**config.mk**
```make
export PLATFORM = sky130hd
export DESIGN_NAME = nine_bit_uart
export DESIGN_NICKNAME = d
export VERILOG_FILES = /design/src/u9_pkg.sv /design/src/nine_bit_uart.sv
export SDC_FILE = /design/constraint.sdc
export NUM_CORES = 1
export LEC_CHECK = 0
export BUFFER_PORTS_ARGS = -buffer_cell sky130_fd_sc_hd__buf_4
export CORE_MARGIN = 2
export CORE_UTILIZATION = 30
export CTS_CLUSTER_DIAMETER = 40
export DETAILED_ROUTE_END_ITERATION = 12
export PLACE_DENSITY = 0.48
export SLEW_MARGIN = 20
export SYNTH_ARGS = -nofsm -noshare
export SYNTH_HDL_FRONTEND = slang
export SYNTH_SLANG_ARGS = --single-unit
export TNS_END_PERCENT = 100
```
**constraint.sdc**
```tcl
create_clock -name clk_i -period 13.6 [get_ports clk_i]
set_input_delay 2.04 -clock clk_i [delete_from_list [all_inputs] [get_ports clk_i]]
set_output_delay 2.04 -clock clk_i [all_outputs]
set_load 0.01 [all_outputs]
```
**src/u9_pkg.sv**
```systemverilog
`default_nettype none
package u9_pkg;
   // ----------------------------------------
   // Register indices, byte address is 4 x index
   // ----------------------------------------
   localparam logic [7:0] IX_PWR  = 8'h87;
   localparam logic [7:0] IX_SCTL = 8'h98;
   localparam logic [7:0] IX_BUF  = 8'h99;
   localparam logic [7:0] IX_BFR  = 8'h9D;
   localparam logic [7:0] IX_BINT = 8'h9E;
   localparam logic [7:0] IX_UEXT = 8'hA0;
   localparam logic [7:0] IX_T2C  = 8'hC8;
   localparam logic [7:0] IX_RLL  = 8'hCA;
   localparam logic [7:0] IX_RLH  = 8'hCB;
   // ----------------------------------------
   // Field positions
   // ----------------------------------------
   localparam int B_M0   = 7;
   localparam int B_M1   = 6;
   localparam int B_MP   = 5;
   localparam int B_REN  = 4;
   localparam int B_TB8  = 3;
   localparam int B_RB8  = 2;
   localparam int B_TF   = 1;
   localparam int B_RF   = 0;
   localparam int B_DBL  = 7;
   localparam int B_T2RX = 5;
   localparam int B_T2TX = 4;
   localparam int B_DEN  = 7;
   localparam int B_XEN  = 0;
   localparam int B_OVR  = 1;
   localparam int DIV_LSB = 0;
   localparam int EXT_LSB = 3;
   localparam int FR_SH   = 6;
   // ----------------------------------------
   // Reset values and counts
   // ----------------------------------------
   localparam logic [7:0]  RST8     = 8'h00;
   localparam logic [15:0] RST16    = 16'h0000;
   localparam logic [3:0]  M0_LAST  = 4'hB;
   localparam logic [3:0]  M0_HALF  = 4'h6;
   localparam logic [3:0]  OVS_LAST = 4'hF;
   localparam logic [3:0]  OVS_MID  = 4'h7;
   localparam logic [3:0]  LEN9     = 4'hB;
   localparam logic [3:0]  LEN8     = 4'hA;
   localparam logic [3:0]  LEN0     = 4'h8;
   localparam logic [3:0]  DAT9     = 4'h9;
   localparam logic [3:0]  DAT8     = 4'h8;
   localparam logic [16:0] FR_BASE  = 17'h00040;
   localparam logic [15:0] T2_TOP   = 16'hFFFF;
   typedef enum logic [1:0] {
      SH_IDLE = 2'b00, SH_WAIT = 2'b01, SH_SEND = 2'b10, SH_SHIN = 2'b11
   } shift_st_e;
   typedef enum logic [1:0] {
      RX_IDLE = 2'b00, RX_START = 2'b01, RX_DATA = 2'b10, RX_STOP = 2'b11
   } rx_st_e;
endpackage
`default_nettype wire

```
**src/nine_bit_uart.sv**
```systemverilog
`default_nettype none
module nine_bit_uart (
   input  wire logic        clk_i,
   input  wire logic        rst_i,
   input  wire logic        cyc_i,
   input  wire logic        stb_i,
   input  wire logic        we_i,
   input  wire logic [11:0] adr_i,
   input  wire logic [3:0]  sel_i,
   input  wire logic [31:0] dat_i,
   output logic      [31:0] dat_o,
   output logic             ack_o,
   input  wire logic        timer1_ovf_i,
   input  wire logic        rxd_i,
   output logic             rxd_o,
   output logic             rxd_oe_o,
   output logic             txd_o
);
   // ----------------------------------------
   // Declarations
   // ----------------------------------------
   logic             ack_r,  ack_nxt;
   logic [31:0]      dat_r,  dat_nxt;
   logic [7:0]       pwr_r,  pwr_nxt;
   logic [7:0]       serial_control_r, serial_control_nxt;
   logic [7:0]       rxb_r,  rxb_nxt;
   logic [7:0]       bfr_r,  bfr_nxt;
   logic [4:0]       bint_r, bint_nxt;
   logic [7:0]       t2c_r,  t2c_nxt;
   logic [15:0]      rl_r,   rl_nxt;
   logic             xen_r,  xen_nxt;
   logic             ovr_r,  ovr_nxt;
   logic [2:0]       sy_r;
   logic             rxs_r,  rxs_nxt;
   logic             rxp_r;
   logic [3:0]       m0c_r,  m0c_nxt;
   logic             half_r, half_nxt;
   logic             t1h_r,  t1h_nxt;
   logic [15:0]      t2_r,   t2_nxt;
   logic [16:0]      fr_r,   fr_nxt;
   logic [16:0]      fr_sum, fr_thr;
   logic [3:0]       fr_n;
   logic             m0_tk,  t2_ovf, ded_tk, t1_tk, m2_tk;
   logic             tx16,   rx16;
   u9_pkg::shift_st_e sh_st_r, sh_st_nxt;
   logic [10:0]      sh_d_r, sh_d_nxt;
   logic [3:0]       sh_c_r, sh_c_nxt;
   logic [3:0]       sh_o_r, sh_o_nxt;
   logic             txd_r,  txd_nxt;
   logic             rxo_r,  rxo_nxt;
   logic             rxe_r,  rxe_nxt;
   logic             btk,    tf_set, sh_ld;
   logic [7:0]       sh_ldd;
   u9_pkg::rx_st_e   rx_st_r, rx_st_nxt;
   logic [3:0]       rx_o_r, rx_o_nxt;
   logic [3:0]       rx_c_r, rx_c_nxt;
   logic [8:0]       rx_s_r, rx_s_nxt;
   logic             rx_ld,  rx_nin;
   logic [7:0]       rx_ldd;
   logic [7:0]       idx;
   logic             req,    wr,  rd, bufwr;
   logic             mode0,  nine, fixed9, ren, rf;
   logic             ded_en, dbl, t2tx, t2rx, t2_run;

   function automatic logic hit(input logic [7:0] a, input logic [7:0] k);
      return a == k;
   endfunction

   // ----------------------------------------
   // Decode
   // ----------------------------------------
   assign idx    = adr_i[9:2];
   assign req    = cyc_i & stb_i & ~ack_r & ~|adr_i[11:10];
   assign wr     = req & we_i & sel_i[0];
   assign rd     = req & ~we_i;
   assign bufwr  = wr & hit(idx, u9_pkg::IX_BUF);
   assign mode0  = ~serial_control_r[u9_pkg::B_M0] & ~serial_control_r[u9_pkg::B_M1];
   assign nine   = serial_control_r[u9_pkg::B_M0];
   assign fixed9 = serial_control_r[u9_pkg::B_M0] & ~serial_control_r[u9_pkg::B_M1];
   assign ren    = serial_control_r[u9_pkg::B_REN];
   assign rf     = serial_control_r[u9_pkg::B_RF];
   assign ded_en = bfr_r[u9_pkg::B_DEN];
   // Doubling and Timer 2 selects are ignored under the divider
   assign dbl    = pwr_r[u9_pkg::B_DBL] & ~ded_en;
   assign t2tx   = t2c_r[u9_pkg::B_T2TX] & ~ded_en;
   assign t2rx   = t2c_r[u9_pkg::B_T2RX] & ~ded_en;
   assign t2_run = t2tx | t2rx;

   // ----------------------------------------
   // Input synchroniser
   // ----------------------------------------
   always_comb begin
      rxs_nxt = rxs_r;
      if (sy_r[1] == sy_r[2]) begin
         rxs_nxt = sy_r[2];
      end
   end

   always_ff @(posedge clk_i) begin
      if (rst_i) begin
         sy_r  <= 3'h7;
         rxs_r <= 1'b1;
         rxp_r <= 1'b1;
      end else begin
         sy_r  <= {sy_r[1:0], rxd_i};
         rxs_r <= rxs_nxt;
         rxp_r <= rxs_r;
      end
   end

   // ----------------------------------------
   // Baud sources, all as 16x ticks except the mode 0 bit tick
   // ----------------------------------------
   always_comb begin
      m0_tk    = (m0c_r == u9_pkg::M0_LAST);
      m0c_nxt  = m0_tk ? '0 : m0c_r + 4'h1;
      half_nxt = ~half_r;
      t1h_nxt  = t1h_r ^ timer1_ovf_i;
      t1_tk    = timer1_ovf_i & (dbl | t1h_r);
      m2_tk    = dbl | half_r;
      t2_ovf   = 1'b0;
      t2_nxt   = t2_r;
      if (!t2_run) begin
         t2_nxt = rl_r;
      end else if (half_r) begin
         if (t2_r == u9_pkg::T2_TOP) begin
            t2_nxt = rl_r;
            t2_ovf = 1'b1;
         end else begin
            t2_nxt = t2_r + 16'h0001;
         end
      end
      // Fractional accumulator: tick rate clk*(64+f)/(64*2^n)
      fr_n   = {1'b0, bint_r[u9_pkg::DIV_LSB +: 3]}
             + {2'h0, bint_r[u9_pkg::EXT_LSB +: 2]};
      fr_sum = fr_r + u9_pkg::FR_BASE + {11'h000, bfr_r[5:0]};
      fr_thr = 17'h00001 << (u9_pkg::FR_SH + int'(fr_n));
      ded_tk = ded_en & (fr_sum >= fr_thr);
      if (!ded_en) begin
         fr_nxt = '0;
      end else if (ded_tk) begin
         fr_nxt = fr_sum - fr_thr;
      end else begin
         fr_nxt = fr_sum;
      end
      if (fixed9) begin
         tx16 = m2_tk;
         rx16 = m2_tk;
      end else if (ded_en) begin
         tx16 = ded_tk;
         rx16 = ded_tk;
      end else begin
         tx16 = t2tx ? t2_ovf : t1_tk;
         rx16 = t2rx ? t2_ovf : t1_tk;
      end
   end

   always_ff @(posedge clk_i) begin
      if (rst_i) begin
         m0c_r  <= '0;
         half_r <= 1'b0;
         t1h_r  <= 1'b0;
         t2_r   <= u9_pkg::RST16;
         fr_r   <= '0;
      end else begin
         m0c_r  <= m0c_nxt;
         half_r <= half_nxt;
         t1h_r  <= t1h_nxt;
         t2_r   <= t2_nxt;
         fr_r   <= fr_nxt;
      end
   end

   // ----------------------------------------
   // Transmit and shift-mode engine
   // ----------------------------------------
   always_comb begin
      sh_st_nxt = sh_st_r;
      sh_d_nxt  = sh_d_r;
      sh_c_nxt  = sh_c_r;
      sh_o_nxt  = tx16 ? sh_o_r + 4'h1 : sh_o_r;
      tf_set    = 1'b0;
      sh_ld     = 1'b0;
      sh_ldd    = {rxs_r, sh_d_r[7:1]};
      btk       = mode0 ? m0_tk : (tx16 & (sh_o_r == u9_pkg::OVS_LAST));
      case (sh_st_r)
         u9_pkg::SH_IDLE: begin
            if (mode0 && ren && !rf) begin
               sh_st_nxt = u9_pkg::SH_SHIN;
               sh_c_nxt  = u9_pkg::LEN0;
            end
         end
         u9_pkg::SH_WAIT: begin
            if (btk) begin
               sh_st_nxt = u9_pkg::SH_SEND;
            end
         end
         u9_pkg::SH_SEND: begin
            if (btk) begin
               if (sh_c_r == 4'h1) begin
                  sh_st_nxt = u9_pkg::SH_IDLE;
                  tf_set    = mode0;
               end else begin
                  sh_d_nxt = {1'b1, sh_d_r[10:1]};
                  sh_c_nxt = sh_c_r - 4'h1;
                  tf_set   = ~mode0 & (sh_c_r == 4'h2);
               end
            end
         end
         u9_pkg::SH_SHIN: begin
            if (btk) begin
               sh_d_nxt = {sh_d_r[10:8], sh_ldd};
               sh_c_nxt = sh_c_r - 4'h1;
               if (sh_c_r == 4'h1) begin
                  sh_ld     = 1'b1;
                  sh_st_nxt = u9_pkg::SH_IDLE;
               end
            end
         end
         default: begin
            sh_st_nxt = u9_pkg::SH_IDLE;
         end
      endcase
      // A write restarts the engine even mid frame
      if (bufwr) begin
         sh_st_nxt = u9_pkg::SH_WAIT;
         sh_ld     = 1'b0;
         if (mode0) begin
            sh_d_nxt = {3'h7, dat_i[7:0]};
            sh_c_nxt = u9_pkg::LEN0;
         end else begin
            sh_d_nxt = {1'b1, nine ? serial_control_r[u9_pkg::B_TB8] : 1'b1,
                        dat_i[7:0], 1'b0};
            sh_c_nxt = nine ? u9_pkg::LEN9 : u9_pkg::LEN8;
         end
      end
      txd_nxt = 1'b1;
      rxo_nxt = 1'b1;
      rxe_nxt = 1'b0;
      if (mode0) begin
         if (sh_st_nxt == u9_pkg::SH_SEND || sh_st_nxt == u9_pkg::SH_SHIN) begin
            txd_nxt = (m0c_nxt >= u9_pkg::M0_HALF);
         end
         if (sh_st_nxt == u9_pkg::SH_SEND) begin
            rxo_nxt = sh_d_nxt[0];
            rxe_nxt = 1'b1;
         end
      end else if (sh_st_nxt == u9_pkg::SH_SEND) begin
         txd_nxt = sh_d_nxt[0];
      end
   end

   always_ff @(posedge clk_i) begin
      if (rst_i) begin
         sh_st_r <= u9_pkg::SH_IDLE;
         sh_d_r  <= '1;
         sh_c_r  <= '0;
         sh_o_r  <= '0;
         txd_r   <= 1'b1;
         rxo_r   <= 1'b1;
         rxe_r   <= 1'b0;
      end else begin
         sh_st_r <= sh_st_nxt;
         sh_d_r  <= sh_d_nxt;
         sh_c_r  <= sh_c_nxt;
         sh_o_r  <= sh_o_nxt;
         txd_r   <= txd_nxt;
         rxo_r   <= rxo_nxt;
         rxe_r   <= rxe_nxt;
      end
   end

   // ----------------------------------------
   // Asynchronous receiver
   // ----------------------------------------
   always_comb begin
      rx_st_nxt = rx_st_r;
      rx_o_nxt  = rx16 ? rx_o_r + 4'h1 : rx_o_r;
      rx_c_nxt  = rx_c_r;
      rx_s_nxt  = rx_s_r;
      rx_ld     = 1'b0;
      rx_nin    = nine ? rx_s_r[8] : rxs_r;
      rx_ldd    = nine ? rx_s_r[7:0] : rx_s_r[8:1];
      case (rx_st_r)
         u9_pkg::RX_IDLE: begin
            rx_o_nxt = '0;
            if (!mode0 && ren && rxp_r && !rxs_r) begin
               rx_st_nxt = u9_pkg::RX_START;
            end
         end
         u9_pkg::RX_START: begin
            if (rx16 && rx_o_r == u9_pkg::OVS_MID) begin
               rx_o_nxt = '0;
               if (rxs_r) begin
                  rx_st_nxt = u9_pkg::RX_IDLE;
               end else begin
                  rx_st_nxt = u9_pkg::RX_DATA;
                  rx_c_nxt  = nine ? u9_pkg::DAT9 : u9_pkg::DAT8;
               end
            end
         end
         u9_pkg::RX_DATA: begin
            if (rx16 && rx_o_r == u9_pkg::OVS_LAST) begin
               rx_s_nxt = {rxs_r, rx_s_r[8:1]};
               rx_c_nxt = rx_c_r - 4'h1;
               if (rx_c_r == 4'h1) begin
                  rx_st_nxt = u9_pkg::RX_STOP;
               end
            end
         end
         u9_pkg::RX_STOP: begin
            // Final shift pulse: acceptance is decided here
            if (rx16 && rx_o_r == u9_pkg::OVS_LAST) begin
               rx_st_nxt = u9_pkg::RX_IDLE;
               rx_ld = (xen_r | ~rf)
                     & (~serial_control_r[u9_pkg::B_MP] | rx_nin);
            end
         end
         default: begin
            rx_st_nxt = u9_pkg::RX_IDLE;
         end
      endcase
   end

   always_ff @(posedge clk_i) begin
      if (rst_i) begin
         rx_st_r <= u9_pkg::RX_IDLE;
         rx_o_r  <= '0;
         rx_c_r  <= '0;
         rx_s_r  <= '0;
      end else begin
         rx_st_r <= rx_st_nxt;
         rx_o_r  <= rx_o_nxt;
         rx_c_r  <= rx_c_nxt;
         rx_s_r  <= rx_s_nxt;
      end
   end

   // ----------------------------------------
   // Register file on the bus
   // ----------------------------------------
   always_comb begin
      // Out-of-range addresses are acked too, so the master never hangs
      ack_nxt  = cyc_i & stb_i & ~ack_r;
      dat_nxt  = '0;
      pwr_nxt  = pwr_r;
      serial_control_nxt = serial_control_r;
      rxb_nxt  = rxb_r;
      bfr_nxt  = bfr_r;
      bint_nxt = bint_r;
      t2c_nxt  = t2c_r;
      rl_nxt   = rl_r;
      xen_nxt  = xen_r;
      ovr_nxt  = ovr_r;
      if (rd) begin
         case (idx)
            u9_pkg::IX_PWR:  dat_nxt[7:0] = pwr_r;
            u9_pkg::IX_SCTL: dat_nxt[7:0] = serial_control_r;
            u9_pkg::IX_BUF:  dat_nxt[7:0] = rxb_r;
            u9_pkg::IX_BFR:  dat_nxt[7:0] = bfr_r;
            u9_pkg::IX_BINT: dat_nxt[4:0] = bint_r;
            u9_pkg::IX_UEXT: dat_nxt[1:0] = {ovr_r, xen_r};
            u9_pkg::IX_T2C:  dat_nxt[7:0] = t2c_r;
            u9_pkg::IX_RLL:  dat_nxt[7:0] = rl_r[7:0];
            u9_pkg::IX_RLH:  dat_nxt[7:0] = rl_r[15:8];
            default:         dat_nxt      = '0;
         endcase
         if (hit(idx, u9_pkg::IX_BUF)) begin
            ovr_nxt = 1'b0;
         end
      end
      if (wr) begin
         case (idx)
            u9_pkg::IX_PWR:  pwr_nxt  = dat_i[7:0];
            u9_pkg::IX_SCTL: serial_control_nxt = dat_i[7:0];
            u9_pkg::IX_BFR:  bfr_nxt  = dat_i[7:0] & 8'hBF;
            u9_pkg::IX_BINT: bint_nxt = dat_i[4:0];
            u9_pkg::IX_UEXT: xen_nxt  = dat_i[u9_pkg::B_XEN];
            u9_pkg::IX_T2C:  t2c_nxt  = dat_i[7:0];
            u9_pkg::IX_RLL:  rl_nxt[7:0]  = dat_i[7:0];
            u9_pkg::IX_RLH:  rl_nxt[15:8] = dat_i[7:0];
            default:         pwr_nxt  = pwr_r;
         endcase
      end
      // Hardware sets win over a software clear in the same cycle
      if (tf_set) begin
         serial_control_nxt[u9_pkg::B_TF] = 1'b1;
      end
      if (sh_ld) begin
         rxb_nxt                = sh_ldd;
         serial_control_nxt[u9_pkg::B_RF] = 1'b1;
      end
      if (rx_ld) begin
         rxb_nxt                 = rx_ldd;
         serial_control_nxt[u9_pkg::B_RB8] = rx_nin;
         serial_control_nxt[u9_pkg::B_RF]  = 1'b1;
         if (rf) begin
            ovr_nxt = 1'b1;
         end
      end
   end

   always_ff @(posedge clk_i) begin
      if (rst_i) begin
         ack_r  <= 1'b0;
         dat_r  <= '0;
         pwr_r  <= u9_pkg::RST8;
         serial_control_r <= u9_pkg::RST8;
         rxb_r  <= u9_pkg::RST8;
         bfr_r  <= u9_pkg::RST8;
         bint_r <= '0;
         t2c_r  <= u9_pkg::RST8;
         rl_r   <= u9_pkg::RST16;
         xen_r  <= 1'b0;
         ovr_r  <= 1'b0;
      end else begin
         ack_r  <= ack_nxt;
         dat_r  <= dat_nxt;
         pwr_r  <= pwr_nxt;
         serial_control_r <= serial_control_nxt;
         rxb_r  <= rxb_nxt;
         bfr_r  <= bfr_nxt;
         bint_r <= bint_nxt;
         t2c_r  <= t2c_nxt;
         rl_r   <= rl_nxt;
         xen_r  <= xen_nxt;
         ovr_r  <= ovr_nxt;
      end
   end

   assign dat_o    = dat_r;
   assign ack_o    = ack_r;
   assign txd_o    = txd_r;
   assign rxd_o    = rxo_r;
   assign rxd_oe_o = rxe_r;
endmodule
`default_nettype wire

```
==> flow_summary_export.csv <==
group,metric,value,unit
outcome,status,"finished, final reports clean",
worst_setup_path,reg2reg_depth,20,
final_layout,final_nets,1221,
routing,viasPerCell,5.10,
die,coreArea,29800,sq um
timing,maxSlewViolCount,0,
place,placedInstanceArea,9610,sq um
die,placementRows,63,
clock_network,h-tree-depth,4,
worst_setup_path,worstSetupPathType,"flip-flop to flip-flop",
clock_network,post_cts_buffers,0,
synth,ys_ff_latch,158,
timing,fin_crit,6.07,ns
timing,maxSlewHeadroom,27.6,%
timing,fmax,165,MHz
clock_network,clk_latency,0.43,ns
timing,whs,0.420,ns
routing,drt_wl_total,25.3,mm
worst_setup_path,cp_slowest_cell,"nand4_1",
global_route,grt.overflow.total,0,
worst_setup_path,timing.rr.start,"bint_r[4]",
pwr,p_sw,243,uW
timing,hold_violations,0,
die,start_util,30.6,%
worst_setup_path,startpoint,"bint_r[4]",
routing,dr.pass1.iters,5,
clock_network,cts_inserted_buffers,17,
place,hpwl,18.1,mm
worst_setup_path,worstPathMaxFanout,20,
worst_setup_path,cp_cell_sequence,"inv_1 > ha_1 > inv_1 > ha_1 > inv_1 > fa_1 > nand2b_1 > o21ai_0 > and2_1 > nor2b_1 > nand2_1 > ha_1 > and3_1 > o21ai_1 > a311oi_2 > o311ai_4 > a21oi_1 > nand4_1 > a211oi_1 > a211oi_1",
pwr,powerDensity,99.1,nW/um^2
synth,synth-compound-area-share,19.4,%
synth,async_reset_ff_share,0,%
clock_network,cts_resized,0,
routing,first_iter_violations,499,
routing,drc,0,
routing,vias,7797,
pwr,swShare,24.0,%
routing,ant_nets,0,
synth,synth-xor-area-share,3.65,%
synth,netlist_area,9130,sq um
worst_setup_path,cp.required,13.87,ns
timing,tns,0,ns
pwr,p_comb_share,3.4,%
place,dp_slack,7.46,ns
global_route,grt_first_pass_wirelength,40.4,mm
worst_setup_path,worstReg2RegEnd,"rxb_r[1]",
timing,final.setup_skew,0.0134,ns
timing,setup_slack,7.53,ns
synth,yosys.area_share.simple,23.4,%
synth,synth_mux_area_share,7.13,%
synth,synth_fa_ha_area_share,5.87,%
pwr,ir_worst_vdd,0.0955,mV
final_layout,finish.instance_area,10200,sq um
worst_setup_path,cp.arrival,6.34,ns
global_route,use_met3,2.66,%
synth,yosys_warnings,0,
die,die_w,178,um
timing,worst_pin_slew,1.08,ns
global_route,grt_pass1_vias,7398,
synth,yosys.cell_types.count,70,
final_layout,n_antenna_cell,0,
clock_network,cts_tree,"done",
die,die_h,178,um
final_layout,layout_common_cells,"dfxtp_1 (158), nor2_1 (134), nand2_1 (117)",
global_route,antenna_found_initial,0,
pwr,internal_power,772,uW
global_route,grt_start_max_net_pins,75,
final_layout,areaGrowthSynthToFinish,12.1,%
synth,synth_top_family_by_area,"simple AND/OR/NAND/NOR gates",
global_route,grt_use_total,16.3,%
die,io_pins,91,
timing,period_share,44.6,%
pwr,p_leak,3.94,nW
job,max_cap_violations,0,
worst_setup_path,endpoint_kind,"flip-flop",
die,die_area,31800,sq um
synth,synth_edf_count,0,
min_path,whs_endpoint,"sy_r[1]",
pwr,seqPwrFrac,46.0,%
synth,ys.flop_type,"dfxtp_1",
final_layout,drive_gt1_share,9.75,%
synth,synthCells,1125,
timing,rsz0062_at_grt,"false",
worst_setup_path,cp-start-kind,"flip-flop",
global_route,use_met2,27.5,%
min_path,hold_path_class,"flip-flop to flip-flop",
min_path,holdPathStages,1,
place,place_congestion,0.853,
final_layout,final_common_cell,"dfxtp_1",
timing,setup_viol,0,
final_layout,final_cells,1528,
place,dp.cells,1496,
worst_setup_path,cpPeakStageDelay,0.89,ns
clock_network,cts-root-buf,"clkbuf_16",
global_route,busiest_layer,"met2",
synth,yosysSeqAreaShare,34.7,%
pwr,pwr-share-clk,50.6,%
synth,avgSynthCellArea,8.11,sq um
clock_network,cts.sinks,158,
min_path,worstHoldStart,"sy_r[0]",
routing,wl_per_cell,16.6,um
global_route,grt_use_met1,21.2,%
clock_network,path_clk_slew,0.07,ns
clock_network,cts_buffer_depth,2,
place,io_buffers,37,
clock_network,hold_buffers,0,
worst_setup_path,r2r_slack,7.53,ns
==> power groups by stage <==
stage	Sequential (mW)	Combinational, mW	Clock [mW]
2_1_floorplan	0.477	0.0258	0
3_5_place_dp	0.477	0.0346	0
3_3_place_gp	0.477	0.0345	0
4_1_cts	0.466	0.0347	0.527
5_1_grt	0.466	0.0379	0.544
6_report	0.466	0.0347	0.513
==> logic make-up after synthesis <==
family,Yosys count
xor+xnor,38
mux,64
other cells,1
simple gates,441
flops,158
compound gates,269
fa+ha+maj,41
buf+inv,113
==> how the worst max path moves through the flow <==
stage | endpoint | slack [ns] | cells after the start
floorplan | rxb_r[7] | 9.19 | 22
global placement | rxb_r[1] | 7.49 | 18
detailed placement | rxb_r[1] | 7.46 | 20
CTS | rxb_r[1] | 7.45 | 18
global route | rxb_r[1] | 6.88 | 20
finish | rxb_r[1] | 7.53 | 20
==> registers in the layout (all words and copies together), names as in the netlist, 5 cells and up, named ones only <==
name,count
dat_o,8
t2c_r,8
fr_r,17
rx_s_r,9
pwr_r,8
sh_d_r,11
serial_control_r,8
bfr_r,7
rxb_r,8
bint_r,5
rl_r,16
t2_r,16
==> cell type report <==
cell class / count / area (sq um)
fillers: 3144 / 19600
inverters: 25 / 93.8
flip-flops and latches: 158 / 3160
multi-input cells: 877 / 5520
clock buffers: 17 / 425
repair buffers: 46 / 345
well taps: 390 / 488
clock inverters: 15 / 201
==> Yosys cell counts (3+ instances only) <==
master      n  area share, %
nand3b_1    9           0.74
inv_1      25            1.0
buf_2       6           0.33
nor3_1     17           0.93
nor3b_1     7           0.58
a22o_1      5           0.48
and3_1     17            1.2
nand2_1   117            4.8
xnor2_1    21            2.0
nand3_1    47            2.6
a22oi_1    15            1.2
o21ai_1     4           0.22
a41o_1      3           0.33
a311oi_1    5           0.48
clkbuf_1   53            2.2
nor2b_1    23            1.6
dfxtp_1   158             35
fa_1        3           0.66
nand2b_1   17            1.2
nor2_1    134            5.5
xor2_1     17            1.6
nor4_1      6           0.41
o21a_1      3           0.25
o211ai_1    5           0.41
a21oi_1    97            5.3
and2_1     14           0.96
nand4_1     6           0.41
or3_1       3           0.21
a211oi_1   36            3.0
a221oi_1   13            1.2
o22ai_1     4           0.27
or2_2       9           0.62
ha_1       38            5.2
a31oi_1    17            1.2
mux2_2      8           0.99
a21o_1      8           0.66
buf_4      24            2.0
mux2i_1    56            6.1
o21bai_1    5           0.41
o21ai_0    28            1.5
o31ai_1     5           0.41
==> per-stage QoR <==
step / power [mW] / util [%]
2_1_floorplan: 0.502 / -
3_3_place_gp: 0.512 / 32.2
3_5_place_dp: 0.512 / 32.2
4_1_cts: 1.03 / 34.3
5_1_grt: 1.05 / 34.3
6_report: 1.01 / 34.3
==> layer usage <==
metal | vias up | wire (um)
met3 | 31 | 792
met5 | - | 0
met4 | 0 | 455
met2 | 138 | 12100
met1 | 3661 | 12000
li1 | 3967 | -
==> critical path, delay by kind of cell, from the launching register on <==
family | cells | cell delay [ns]
buffers and inverters | 3 | 0.18
AO/OA/AOI/OAI | 7 | 2.33
AND/OR/NAND/NOR | 6 | 1.81
adder cells (fa/ha/maj) | 4 | 1.22
flip-flops | 1 | 0.37
Note: power is estimated with default switching activity, not from simulation.
